[src/hdl/apms_pkg.sv]
// Constants and types for the converter power-mode sequencer.
// Assumes a single 50 MHz clock; all pins arrive synchronous to it.
package apms_pkg;
  localparam int unsigned CLK_PERIOD_PS     = 20000;
  // Power-up intervals in their own units
  localparam int unsigned PU_EXT_REF_NS     = 600;
  localparam int unsigned PU_INT_REF_US     = 7;
  localparam int unsigned PU_SHUTDOWN_MS    = 10;
  // Least times round up to whole cycles
  localparam int unsigned PU_EXT_REF_CYC    = (PU_EXT_REF_NS * 1000 + CLK_PERIOD_PS - 1)
                                              / CLK_PERIOD_PS;
  localparam int unsigned PU_INT_REF_CYC    = (PU_INT_REF_US * 1000000 + CLK_PERIOD_PS - 1)
                                              / CLK_PERIOD_PS;
  localparam int unsigned PU_SHUTDOWN_CYC   = 500000;  // 10 ms at 20 ns, see PU_SHUTDOWN_MS
  localparam int unsigned CNT_W             = 20;
  // Conversion length in conversion-clock rising edges
  localparam int unsigned CONV_EDGES        = 13;
  localparam int unsigned EDGE_W            = 4;

  typedef enum logic [1:0] {
    APMS_PM_NORMAL    = 2'b00,
    APMS_PM_AUTO_SHDN = 2'b01,
    APMS_PM_AUTO_STBY = 2'b10,
    APMS_PM_FULL_SHDN = 2'b11
  } apms_pm_t;
  localparam apms_pm_t PM_RESET = APMS_PM_NORMAL;

  typedef enum logic [2:0] {
    APMS_ST_POWERED  = 3'b000,
    APMS_ST_CONVERT  = 3'b001,
    APMS_ST_STANDBY  = 3'b010,
    APMS_ST_SHUTDOWN = 3'b011,
    APMS_ST_WAKING   = 3'b100
  } apms_state_t;
endpackage : apms_pkg

[src/hdl/apms_sequencer.sv]
// Power-mode sequencer: tracks the power field, conversion activity, power-up timing.
// Assumes write strobe, data and conversion pins are synchronous to CLK_I.
// How it works
// (RULE_01) Autostandby: enter standby after each conversion, reference stays powered.
// (RULE_02) Entering standby puts track-and-hold into hold while standby lasts.
// (RULE_03) Only the next conversion-start rising edge leaves standby and resumes track.
// (RULE_04) Host waits 600 ns external or 7 us internal reference after waking.
// (RULE_05) Write selecting full shutdown powers all down on strobe rise, hold too.
// (RULE_06) Control register contents kept through full shutdown.
// (RULE_07) Full shutdown lasts until a write changes the field; start edges ignored.
// (RULE_08) Write of normal mode during shutdown powers up and resumes track.
// (RULE_09) Host allows 10 ms after full shutdown before conversion-start falls.
// (RULE_10) Busy output shows conversion in progress; its fall marks completion.
// (RULE_11) DMA host services each result before the next conversion ends.
// (RULE_12) Host keeps conversion clock at or below 10 MHz.
// (RULE_13) Reset loads normal mode; normal mode stays fully powered.
// (RULE_14) After reset hold; first conversion-start rise moves into track.
// (RULE_15) Autoshutdown: full shutdown after conversion, wake on rise, 10 ms.
// (RULE_16) Counter times power-up; power-good only after the mode's interval.
`timescale 1ns/1ps
module apms_sequencer
  import apms_pkg::*;
#(
  parameter int unsigned PU_SHDN_CYC = PU_SHUTDOWN_CYC
) (
  input  wire logic       CLK_I,
  input  wire logic       NRST_I,
  input  wire logic       WR_N_I,
  input  wire logic [1:0] PM_DATA_I,
  input  wire logic       CONVERSION_START_N_I,
  input  wire logic       CONVERSION_CLOCK_IN_I,
  input  wire logic       INT_REF_I,
  output apms_pkg::apms_pm_t PM_O,
  output logic            BUSY_O,
  output logic            HOLD_O,
  output logic            CORE_PWR_O,
  output logic            REF_PWR_O,
  output logic            POWER_GOOD_O
);
  import apms_pkg::*;

  initial begin
    if (PU_SHDN_CYC < 1 || PU_SHDN_CYC >= (1 << CNT_W)) begin
      $error("PU_SHDN_CYC out of range");
    end
    if (CONV_EDGES < 1 || CONV_EDGES >= (1 << EDGE_W)) begin
      $error("CONV_EDGES does not fit the edge counter");
    end
    if (PU_INT_REF_CYC < 1 || PU_INT_REF_CYC >= (1 << CNT_W)) begin
      $error("PU_INT_REF_CYC does not fit the power-up counter");
    end
    if (PU_EXT_REF_CYC < 1 || PU_EXT_REF_CYC >= (1 << CNT_W)) begin
      $error("PU_EXT_REF_CYC does not fit the power-up counter");
    end
  end

  // Counts round up, so every wait lasts at least its stated minimum
  localparam logic [CNT_W-1:0]  EXT_CYC  = CNT_W'(PU_EXT_REF_CYC);
  localparam logic [CNT_W-1:0]  INT_CYC  = CNT_W'(PU_INT_REF_CYC);
  localparam logic [CNT_W-1:0]  SHDN_CYC = CNT_W'(PU_SHDN_CYC);
  localparam logic [EDGE_W-1:0] CONV_N   = EDGE_W'(CONV_EDGES);

  // Edge count restarts at each start fall that begins a conversion, so a cut conversion carries nothing over
  typedef struct packed {
    apms_state_t       state;
    apms_pm_t          pm;
    logic              hold;
    logic              busy;
    logic [EDGE_W-1:0] edges;
    logic [CNT_W-1:0]  wait_cnt;
    logic              pgood;
    logic              core_pwr;
    logic              ref_pwr;
  } apms_seq_st_t;
  apms_seq_st_t st_r, st_nxt;

  logic     cs_rise, cs_fall, wr_rise, ck_rise;
  // Field as presented; it counts only on the strobe's rising edge
  apms_pm_t wr_pm;
  assign wr_pm = apms_pm_t'(PM_DATA_I);

  // Pins are synchronous, so one sample of history is enough to find edges
  apms_edge u_cs_edge (
    .clk_i     (CLK_I),
    .nrst_i    (NRST_I),
    .sig_i     (CONVERSION_START_N_I),
    .rise_o    (cs_rise),
    .fall_o    (cs_fall)
  );
  apms_edge u_wr_edge (
    .clk_i     (CLK_I),
    .nrst_i    (NRST_I),
    .sig_i     (WR_N_I),
    .rise_o    (wr_rise),
    .fall_o    ()
  );
  apms_edge u_ck_edge (
    .clk_i     (CLK_I),
    .nrst_i    (NRST_I),
    .sig_i     (CONVERSION_CLOCK_IN_I),
    .rise_o    (ck_rise),
    .fall_o    ()
  );

  always_comb begin
    st_nxt = st_r;
    // Power-up countdown runs in any state
    // Power-good rises only as the count runs out; losing power clears it
    if (st_r.wait_cnt != '0) begin
      st_nxt.wait_cnt = st_r.wait_cnt - CNT_W'(1);
      st_nxt.pgood    = (st_r.wait_cnt == CNT_W'(1)); // RULE_16
    end
    unique case (st_r.state)
      APMS_ST_POWERED, APMS_ST_WAKING: begin
        if (cs_rise) begin
          st_nxt.hold = 1'b0; // RULE_14
        end
        if (cs_fall) begin
          st_nxt.state = APMS_ST_CONVERT;
          st_nxt.hold  = 1'b1;
          st_nxt.busy  = 1'b1;
          st_nxt.edges = '0;
        end
      end
      APMS_ST_CONVERT: begin
        // Hold stays on until the last conversion-clock edge of the conversion
        if (ck_rise) begin
          st_nxt.edges = st_r.edges + EDGE_W'(1);
          if (st_r.edges == CONV_N - EDGE_W'(1)) begin
            st_nxt.busy = 1'b0; // RULE_10
            unique case (st_r.pm)
              APMS_PM_AUTO_STBY: begin
                st_nxt.state    = APMS_ST_STANDBY; // RULE_01
                st_nxt.core_pwr = 1'b0;
                st_nxt.pgood    = 1'b0;
                st_nxt.hold     = 1'b1; // RULE_02
              end
              APMS_PM_AUTO_SHDN: begin
                st_nxt.state    = APMS_ST_SHUTDOWN; // RULE_15
                st_nxt.core_pwr = 1'b0;
                st_nxt.ref_pwr  = 1'b0;
                st_nxt.pgood    = 1'b0;
                st_nxt.hold     = 1'b1;
              end
              default: begin
                st_nxt.state = APMS_ST_POWERED; // RULE_13
                st_nxt.hold  = 1'b0;
              end
            endcase
          end
        end
      end
      APMS_ST_STANDBY: begin
        // Reference stayed up, so the wait depends only on which reference is used
        if (cs_rise) begin
          st_nxt.state    = APMS_ST_WAKING; // RULE_03
          st_nxt.hold     = 1'b0;
          st_nxt.core_pwr = 1'b1;
          st_nxt.wait_cnt = INT_REF_I ? INT_CYC : EXT_CYC; // RULE_16
        end
      end
      APMS_ST_SHUTDOWN: begin
        // Start edges wake only the per-conversion shutdown, not the written one
        // A rewrite of the field after an automatic shutdown must not strand it here
        if (cs_rise && st_r.pm != APMS_PM_FULL_SHDN) begin // RULE_07
          st_nxt.state    = APMS_ST_WAKING; // RULE_15
          st_nxt.hold     = 1'b0;
          st_nxt.core_pwr = 1'b1;
          st_nxt.ref_pwr  = 1'b1;
          st_nxt.wait_cnt = SHDN_CYC;
        end
      end
      default: begin
        st_nxt.state = APMS_ST_POWERED;
      end
    endcase
    // A write is taken on the strobe's rising edge and wins over conversion events
    if (wr_rise) begin
      st_nxt.pm = wr_pm; // RULE_06
      if (wr_pm == APMS_PM_FULL_SHDN) begin
        st_nxt.state    = APMS_ST_SHUTDOWN; // RULE_05
        st_nxt.core_pwr = 1'b0;
        st_nxt.ref_pwr  = 1'b0;
        st_nxt.pgood    = 1'b0;
        st_nxt.hold     = 1'b1;
        st_nxt.busy     = 1'b0;
        st_nxt.wait_cnt = '0;
      end else if (st_r.state == APMS_ST_SHUTDOWN && st_r.pm == APMS_PM_FULL_SHDN) begin
        // Any change of the field leaves full shutdown
        st_nxt.state    = APMS_ST_WAKING; // RULE_08
        st_nxt.hold     = 1'b0;
        st_nxt.core_pwr = 1'b1;
        st_nxt.ref_pwr  = 1'b1;
        st_nxt.wait_cnt = SHDN_CYC; // RULE_09
      end
    end
    // Waking ends when the count is spent; power-good follows in the same edge
    if (st_nxt.state == APMS_ST_WAKING && st_nxt.wait_cnt == '0) begin
      st_nxt.state = APMS_ST_POWERED;
    end
  end

  // Reset keeps hold on until the first start rise, with full power in normal mode
  always_ff @(posedge CLK_I) begin
    if (!NRST_I) begin
      st_r.state    <= APMS_ST_POWERED;
      st_r.pm       <= PM_RESET; // RULE_13
      st_r.hold     <= 1'b1; // RULE_14
      st_r.busy     <= 1'b0;
      st_r.edges    <= '0;
      st_r.wait_cnt <= '0;
      st_r.pgood    <= 1'b1;
      st_r.core_pwr <= 1'b1;
      st_r.ref_pwr  <= 1'b1;
    end else begin
      st_r <= st_nxt;
    end
  end

  assign PM_O         = st_r.pm;
  assign BUSY_O       = st_r.busy;
  assign HOLD_O       = st_r.hold;
  assign CORE_PWR_O   = st_r.core_pwr;
  assign REF_PWR_O    = st_r.ref_pwr;
  assign POWER_GOOD_O = st_r.pgood;
endmodule : apms_sequencer

[src/hdl/apms_edge.sv]
// Rising/falling edge detector for one synchronous pin.
// Assumes the input is already synchronous to CLK_I.
`timescale 1ns/1ps
module apms_edge (
  input  wire logic clk_i,
  input  wire logic nrst_i,
  input  wire logic sig_i,
  output logic      rise_o,
  output logic      fall_o
);
  typedef struct packed {
    logic prev;
  } apms_edge_st_t;
  apms_edge_st_t st_r, st_nxt;

  always_comb begin
    st_nxt.prev = sig_i;
  end

  // Reset copies the pin, so a level held through reset never reads as an edge
  always_ff @(posedge clk_i) begin
    if (!nrst_i) begin
      st_r.prev <= sig_i;
    end else begin
      st_r <= st_nxt;
    end
  end

  assign rise_o = sig_i & ~st_r.prev;
  assign fall_o = ~sig_i & st_r.prev;
endmodule : apms_edge

[config.mk]
export PLATFORM = sky130hd
export DESIGN_NAME = apms_sequencer
export DESIGN_NICKNAME = d
export VERILOG_FILES = /design/src/hdl/apms_pkg.sv /design/src/hdl/apms_sequencer.sv /design/src/hdl/apms_edge.sv
export SDC_FILE = /design/constraint.sdc
export NUM_CORES = 1
export LEC_CHECK = 0
export BUFFER_PORTS_ARGS = -buffer_cell sky130_fd_sc_hd__buf_2
export CORE_MARGIN = 3
export CORE_UTILIZATION = 50
export CTS_BUF_LIST = sky130_fd_sc_hd__clkbuf_2
export CTS_CLUSTER_DIAMETER = 150
export DETAILED_ROUTE_END_ITERATION = 8
export GPL_TIMING_DRIVEN = 0
export PLACE_DENSITY = 0.68
export SETUP_SLACK_MARGIN = 0.02
export SYNTH_ARGS = -nofsm -noshare
export SYNTH_HDL_FRONTEND = slang
export SYNTH_SLANG_ARGS = --single-unit
[constraint.sdc]
create_clock -name CLK_I -period 5.4 [get_ports CLK_I]
set_clock_uncertainty 0.05 [all_clocks]
set_input_delay 0.27 -clock CLK_I [delete_from_list [all_inputs] [get_ports CLK_I]]
set_output_delay 0.27 -clock CLK_I [all_outputs]
set_load 0.02 [all_outputs]
# Yosys cells after proc, flatten, opt, wreduce, memory -nomap -nowiden
# Cells that the tools add are included.
[totals] reg_bits=37 output_inout_bits=7 inputBits=8 wordCells=89
[classes] reduce_logical=11 n_eq_ne=14 add_sub_neg=2 n_mux=41 bitwise_logic=9
[ops] op="$mux 20" n=4
[ops] op="$pmux 20 s2" n=1
[ops] op="$mux 3" n=9
[ops] op="$mux 23" n=1
[ops] op="$mux 21" n=1
[ops] op="$eq 20x1->1 const B" n=1
[ops] op="$logic_not 20->1" n=1
[ops] op="$reduce_bool 20->1" n=1
[ops] op="$sub 20x1->20 const B" n=1
[ops] op="$mux 6" n=2
[ops] op="$pmux 3 s4" n=1
[ops] op="$mux 1" n=10
[ops] op="$mux 2" n=5
[ops] op="$pmux 5 s2" n=1
[ops] op="$mux 9" n=1
[ops] op="$mux 7" n=1
[ops] op="$eq 2x2->1 const B" n=3
[ops] op="$eq 3x2->1 const B" n=2
[ops] op="$eq 3x3->1 const B" n=2
[ops] op="$ne 2x2->1 const B" n=3
[ops] op="$reduce_or 2->1" n=3
[ops] op="$not 1->1" n=5
[ops] op="$add 4x1->4 const B" n=1
[ops] op="$and 1x1->1" n=4
[ops] op="other kinds (11)" n=13

# Depth between registers and ports, before layout
[depth] ltp_word=12 depth_mapped=9

# Hierarchy
# A second synthesis with hierarchy kept.
[hier_totals] cells_unflattened=270 area_unflattened_um2=2205.9
[by_module_without_submodules] module="apms_sequencer" seq_area_each_um2=680.7 area_each_um2=2100.8 cells_each=261 instances=1
[by_module_without_submodules] module="apms_edge" seq_area_each_um2=20.0 area_each_um2=35.0 cells_each=3 instances=3

# Least setup slack after synthesis
# No wires, ideal clock.
[synth_path] path_type="flip-flop to flip-flop" startpoint="register st_r[3] (netlist name)" endpoint="register st_r[33] (netlist name)" synth_period_minus_slack_ns=2.624 arrival_ns=2.446 path_stages_with_launch=10 path_buffers=0 setup_slack_ns=2.776 cell_sequence="dfxtp_1 inv_1 ha_1 or3b_2 or4_1 nand2_1 xor2_1 o2111ai_1 a2111oi_2 a21oi_2"
[synth_via] elab_chain_len=10 word_cells_on_any_way=12
[synth_lines] item="start: declaration" line_no="apms_sequencer.sv:75" text="apms_seq_st_t st_r, st_nxt;"
[synth_lines] item="start signal: assignment" line_no="apms_sequencer.sv:216" text="st_r <= st_nxt;"
[synth_lines] item="$sub 20x1->20 / $reduce_bool 20->1 (equally long branches)" line_no="apms_sequencer.sv:110, apms_sequencer.sv:109"
[synth_lines] item="$mux 21 (*)" line_no="apms_sequencer.sv:109" text="if (st_r.wait_cnt != '0) begin"
[synth_lines] item="$mux 20 (on tied branches)" line_no="apms_sequencer.sv:165, apms_sequencer.sv:155"
[synth_lines] item="$pmux 20 s2 (*)" line_no="apms_sequencer.sv:113" text="unique case (st_r.state)"
[synth_lines] item="$mux 20" line_no="apms_sequencer.sv:188" text="end else if (st_r.state == APMS_ST_SHUTDOWN && st_r.pm == APMS_PM_FULL_SHDN) begin"
[synth_lines] item="$mux 20" line_no="apms_sequencer.sv:180" text="if (wr_pm == APMS_PM_FULL_SHDN) begin"
[synth_lines] item="$mux 23 (*)" line_no="apms_sequencer.sv:178" text="if (wr_rise) begin"
[synth_lines] item="$logic_not 20->1 (*)" line_no="apms_sequencer.sv:198" text="if (st_nxt.state == APMS_ST_WAKING && st_nxt.wait_cnt == '0) begin"
[synth_lines] item="$logic_and 1x1->1 (*)" line_no="apms_sequencer.sv:198"
[synth_lines] item="$reduce_or 2->1 (no line) (*)"
# Mark *: on every way between the ends. The rest lies on a longest branch, timed or not.
# A chain may end at the register's enable or synchronous reset.

# Final worst setup path
# Same ends and word-level chain as after synthesis.

==> results.py <==
metrics = {
    "floorplan": {
        "core_um2": 4140,
        "dieArea_um2": 5270,
        "die-width_um": 72.6,
        "row_count": 23,
        "fp.dieH_um": 72.6,
        "start_util_pct": 53.5,
        "ioPinCount": 15,
    },
    "drt": {
        "post_drt_wl_per_cell_um": 15.9,
        "dr.pass1.iters": 4,
        "ant_nets": 0,
        "drc_errors": 0,
        "drt_iter0_markers": 171,
        "vias": 2041,
        "wirelength_um": 5360,
        "viasPerCell": 6.06,
    },
    "yosys": {
        "synth_cell_type_count": 59,
        "synth_cells": 264,
        "synth_edf_count": 0,
        "ys_warn_count": 0,
        "synthesis.area_um2": 2220,
        "ys_seq_elements": 37,
        "async_flop_share_pct": 0,
        "syn_nets": 280,
        "synth_seq_area_share_pct": 33.4,
        "avgSynthCellArea_um2": 8.40,
        "synthFlopType": "dfxtp_1",
    },
    "power": {
        "ir_drop_v": 0.000362,
        "powerDensity_nw_per_um2": 581,
        "p_leak_nw": 0.941,
    },
    "global_route": {
        "overflow": 0,
        "grt_pass1_wl_um": 8980,
        "grt_pass1_vias": 1860,
        "grt_max_degree": 11,
        "antenna_found_initial": 0,
        "grt_usage_pct": 21.5,
    },
    "sta": {
        "relSlewSlack_pct": 54.4,
        "timing.fmax_ghz": 0.320,
        "post-route-period-util_pct": 57.9,
        "tightest_slew_ns": 0.674,
        "rsz0062_at_grt": "false",
        "setup_viol": 0,
        "hold_viol_final": 0,
        "final_max_slew_viol_count": 0,
        "period_needed_ns": 3.12,
        "fin_setup_tns_ns": 0,
    },
    "final_layout": {
        "fillers": 393,
        "fin_nets": 303,
        "drive_gt1_share_pct": 13.6,
        "syn2layout_area_growth_pct": 8.63,
        "antennaDiodeCount": 0,
        "postLayoutCoreUtil_pct": 58.2,
        "layout_common_cells": "37 x dfxtp_1, 23 x nor2_1, 17 x a21oi_1",
        "final_common_cell": "dfxtp_1",
    },
    "clocking": {
        "cts_hold_buf": 3,
        "cts_resized": 0,
        "cts.reportedPaths.clkPinSlew_ns": 0.19,
        "clk_path_buf_depth": 2,
        "cts_setup_buffers": 0,
        "cts_buffers": 5,
        "clkLatencyLatePin_ns": 0.37,
        "clock-sinks": 37,
        "htreeDepth": 2,
        "root_buffer": "clkbuf_2",
        "cts_tree": "yes",
    },
    "worst_setup_path": {
        "cp.arrival_ns": 3.34,
        "ff2ff_setup_slack_ns": 2.28,
        "worstSetupStartpointType": "register",
        "crit_fanout": 8,
        "setup.worst_path.class": "register to register",
        "required_ns": 5.61,
        "crit_path_end_kind": "register",
    },
    "run": {
        "timing.max_cap.violations": 0,
    },
    "outcome": {
        "status": "finished clean",
    },
    "place": {
        "io_buffers": 13,
        "gp_congestion": 0.923,
        "hpwl_um": 3990,
    },
    "worst_hold_path": {
        "hold_path_class": "primary input to register",
    },
}
power breakdown:
| group | internal (mW) | switching (mW) | total [mW] | leakage (nW) |
|---|---|---|---|---|
| registers | 0.344 | 0.0712 | 0.415 | 0.304 |
| logic | 0.374 | 0.494 | 0.868 | 0.610 |
| clock network | 0.0303 | 0.0862 | 0.116 | 0.0265 |
cell usage after synthesis, drive strengths merged (3+ instances only):
cell type / count / area share [%]
clkbuf: 8 / 1.4
nor2: 23 / 3.9
o21ai: 9 / 2.0
nand4: 3 / 0.85
a31oi: 5 / 1.4
o211ai: 6 / 2.0
or4: 9 / 3.6
nor2b: 6 / 1.7
buf: 4 / 1.4
nor3b: 3 / 1.0
nand2b: 7 / 2.0
nand3: 9 / 2.3
a2111oi: 4 / 1.9
nor3: 15 / 3.6
xor2: 5 / 2.0
inv: 9 / 1.5
dfxtp: 37 / 33
a21boi: 5 / 1.7
ha: 8 / 4.5
nor4: 5 / 2.1
xnor2: 7 / 2.8
nand2: 14 / 2.4
a21oi: 18 / 4.2
or3: 11 / 3.6
flip-flops by register name, indices dropped and copies added, names as in the netlist:
name	count
st_r	27
PM_O	2
BUSY_O	1
CORE_PWR_O	1
HOLD_O	1
POWER_GOOD_O	1
REF_PWR_O	1
u_ck_edge.st_r	1
u_cs_edge.st_r	1
u_wr_edge.st_r	1
metal layers:
layer  global-route usage (%)  wire length, um  vias up
li1                         -                -     1029
met1                     32.8             2820      946
met2                     30.4             2180       59
met3                     3.44              278        7
met4                     7.79               82        0
met5                        0                0        -
critical path: stages, from the launching register on:
cell and delay (ns):
dfxtp_1 0.42, inv_1 0.11, ha_1 0.19, or3b_2 0.53, nor4_4 0.51, a2111oi_0 0.23
xnor2_1 0.30, a41oi_1 0.18, a2111oi_2 0.39, a21oi_2 0.09
per-stage QoR:
step	area [um^2]	hold WS [ns]	power, mW	setup slack, ns	std cells
detailed placement	2350	0.339	1.26	2.35	327
finish	2410	0.137	1.40	2.28	337
CTS	2410	0.122	1.39	2.31	337
global placement	2350	0.333	1.27	2.32	327
global route	2410	0.140	1.51	2.08	337
floorplan	2220	0.248	1.09	2.78	264
final cells by class:
type / instances / area (um^2) / area share, %
Multi-Input combinational cell: 206 / 1380 / 57.4
Sequential cell: 37 / 741 / 30.7
Timing Repair Buffer: 16 / 95.1 / 3.95
Tap cell: 50 / 62.6 / 2.60
Buffer: 12 / 61.3 / 2.54
Inverter: 9 / 33.8 / 1.40
Clock buffer: 6 / 30.0 / 1.25
Clock inverter: 1 / 3.75 / 0.156
worst paths after layout:
kind / start / to / depth (start not counted)
min: PM_DATA_I[1] / PM_O[1]$_SDFFE_PN0P_ / 3
max: st_r[3]$_SDFF_PN0_ / st_r[33]$_SDFF_PP0_ / 9
min reg2reg: st_r[26]$_SDFFE_PN0P_ / st_r[26]$_SDFFE_PN0P_ / 1
max reg2reg: st_r[3]$_SDFF_PN0_ / st_r[33]$_SDFF_PP0_ / 9
cell families (layout without fill, tap and decap cells):
| group | after synthesis | count (layout) | share of synthesized area (%) |
|---|---|---|---|
| multiplexers | 2 | 2 | 0.902 |
| AND/OR/NAND/NOR | 117 | 117 | 31.2 |
| buffers and inverters | 21 | 44 | 4.29 |
| XOR/XNOR | 12 | 12 | 4.74 |
| AO/OA/AOI/OAI | 67 | 67 | 21.0 |
| adder cells (fa/ha/maj) | 8 | 8 | 4.51 |
| flip-flops | 37 | 37 | 33.4 |
(Power assumes the default switching activity.)
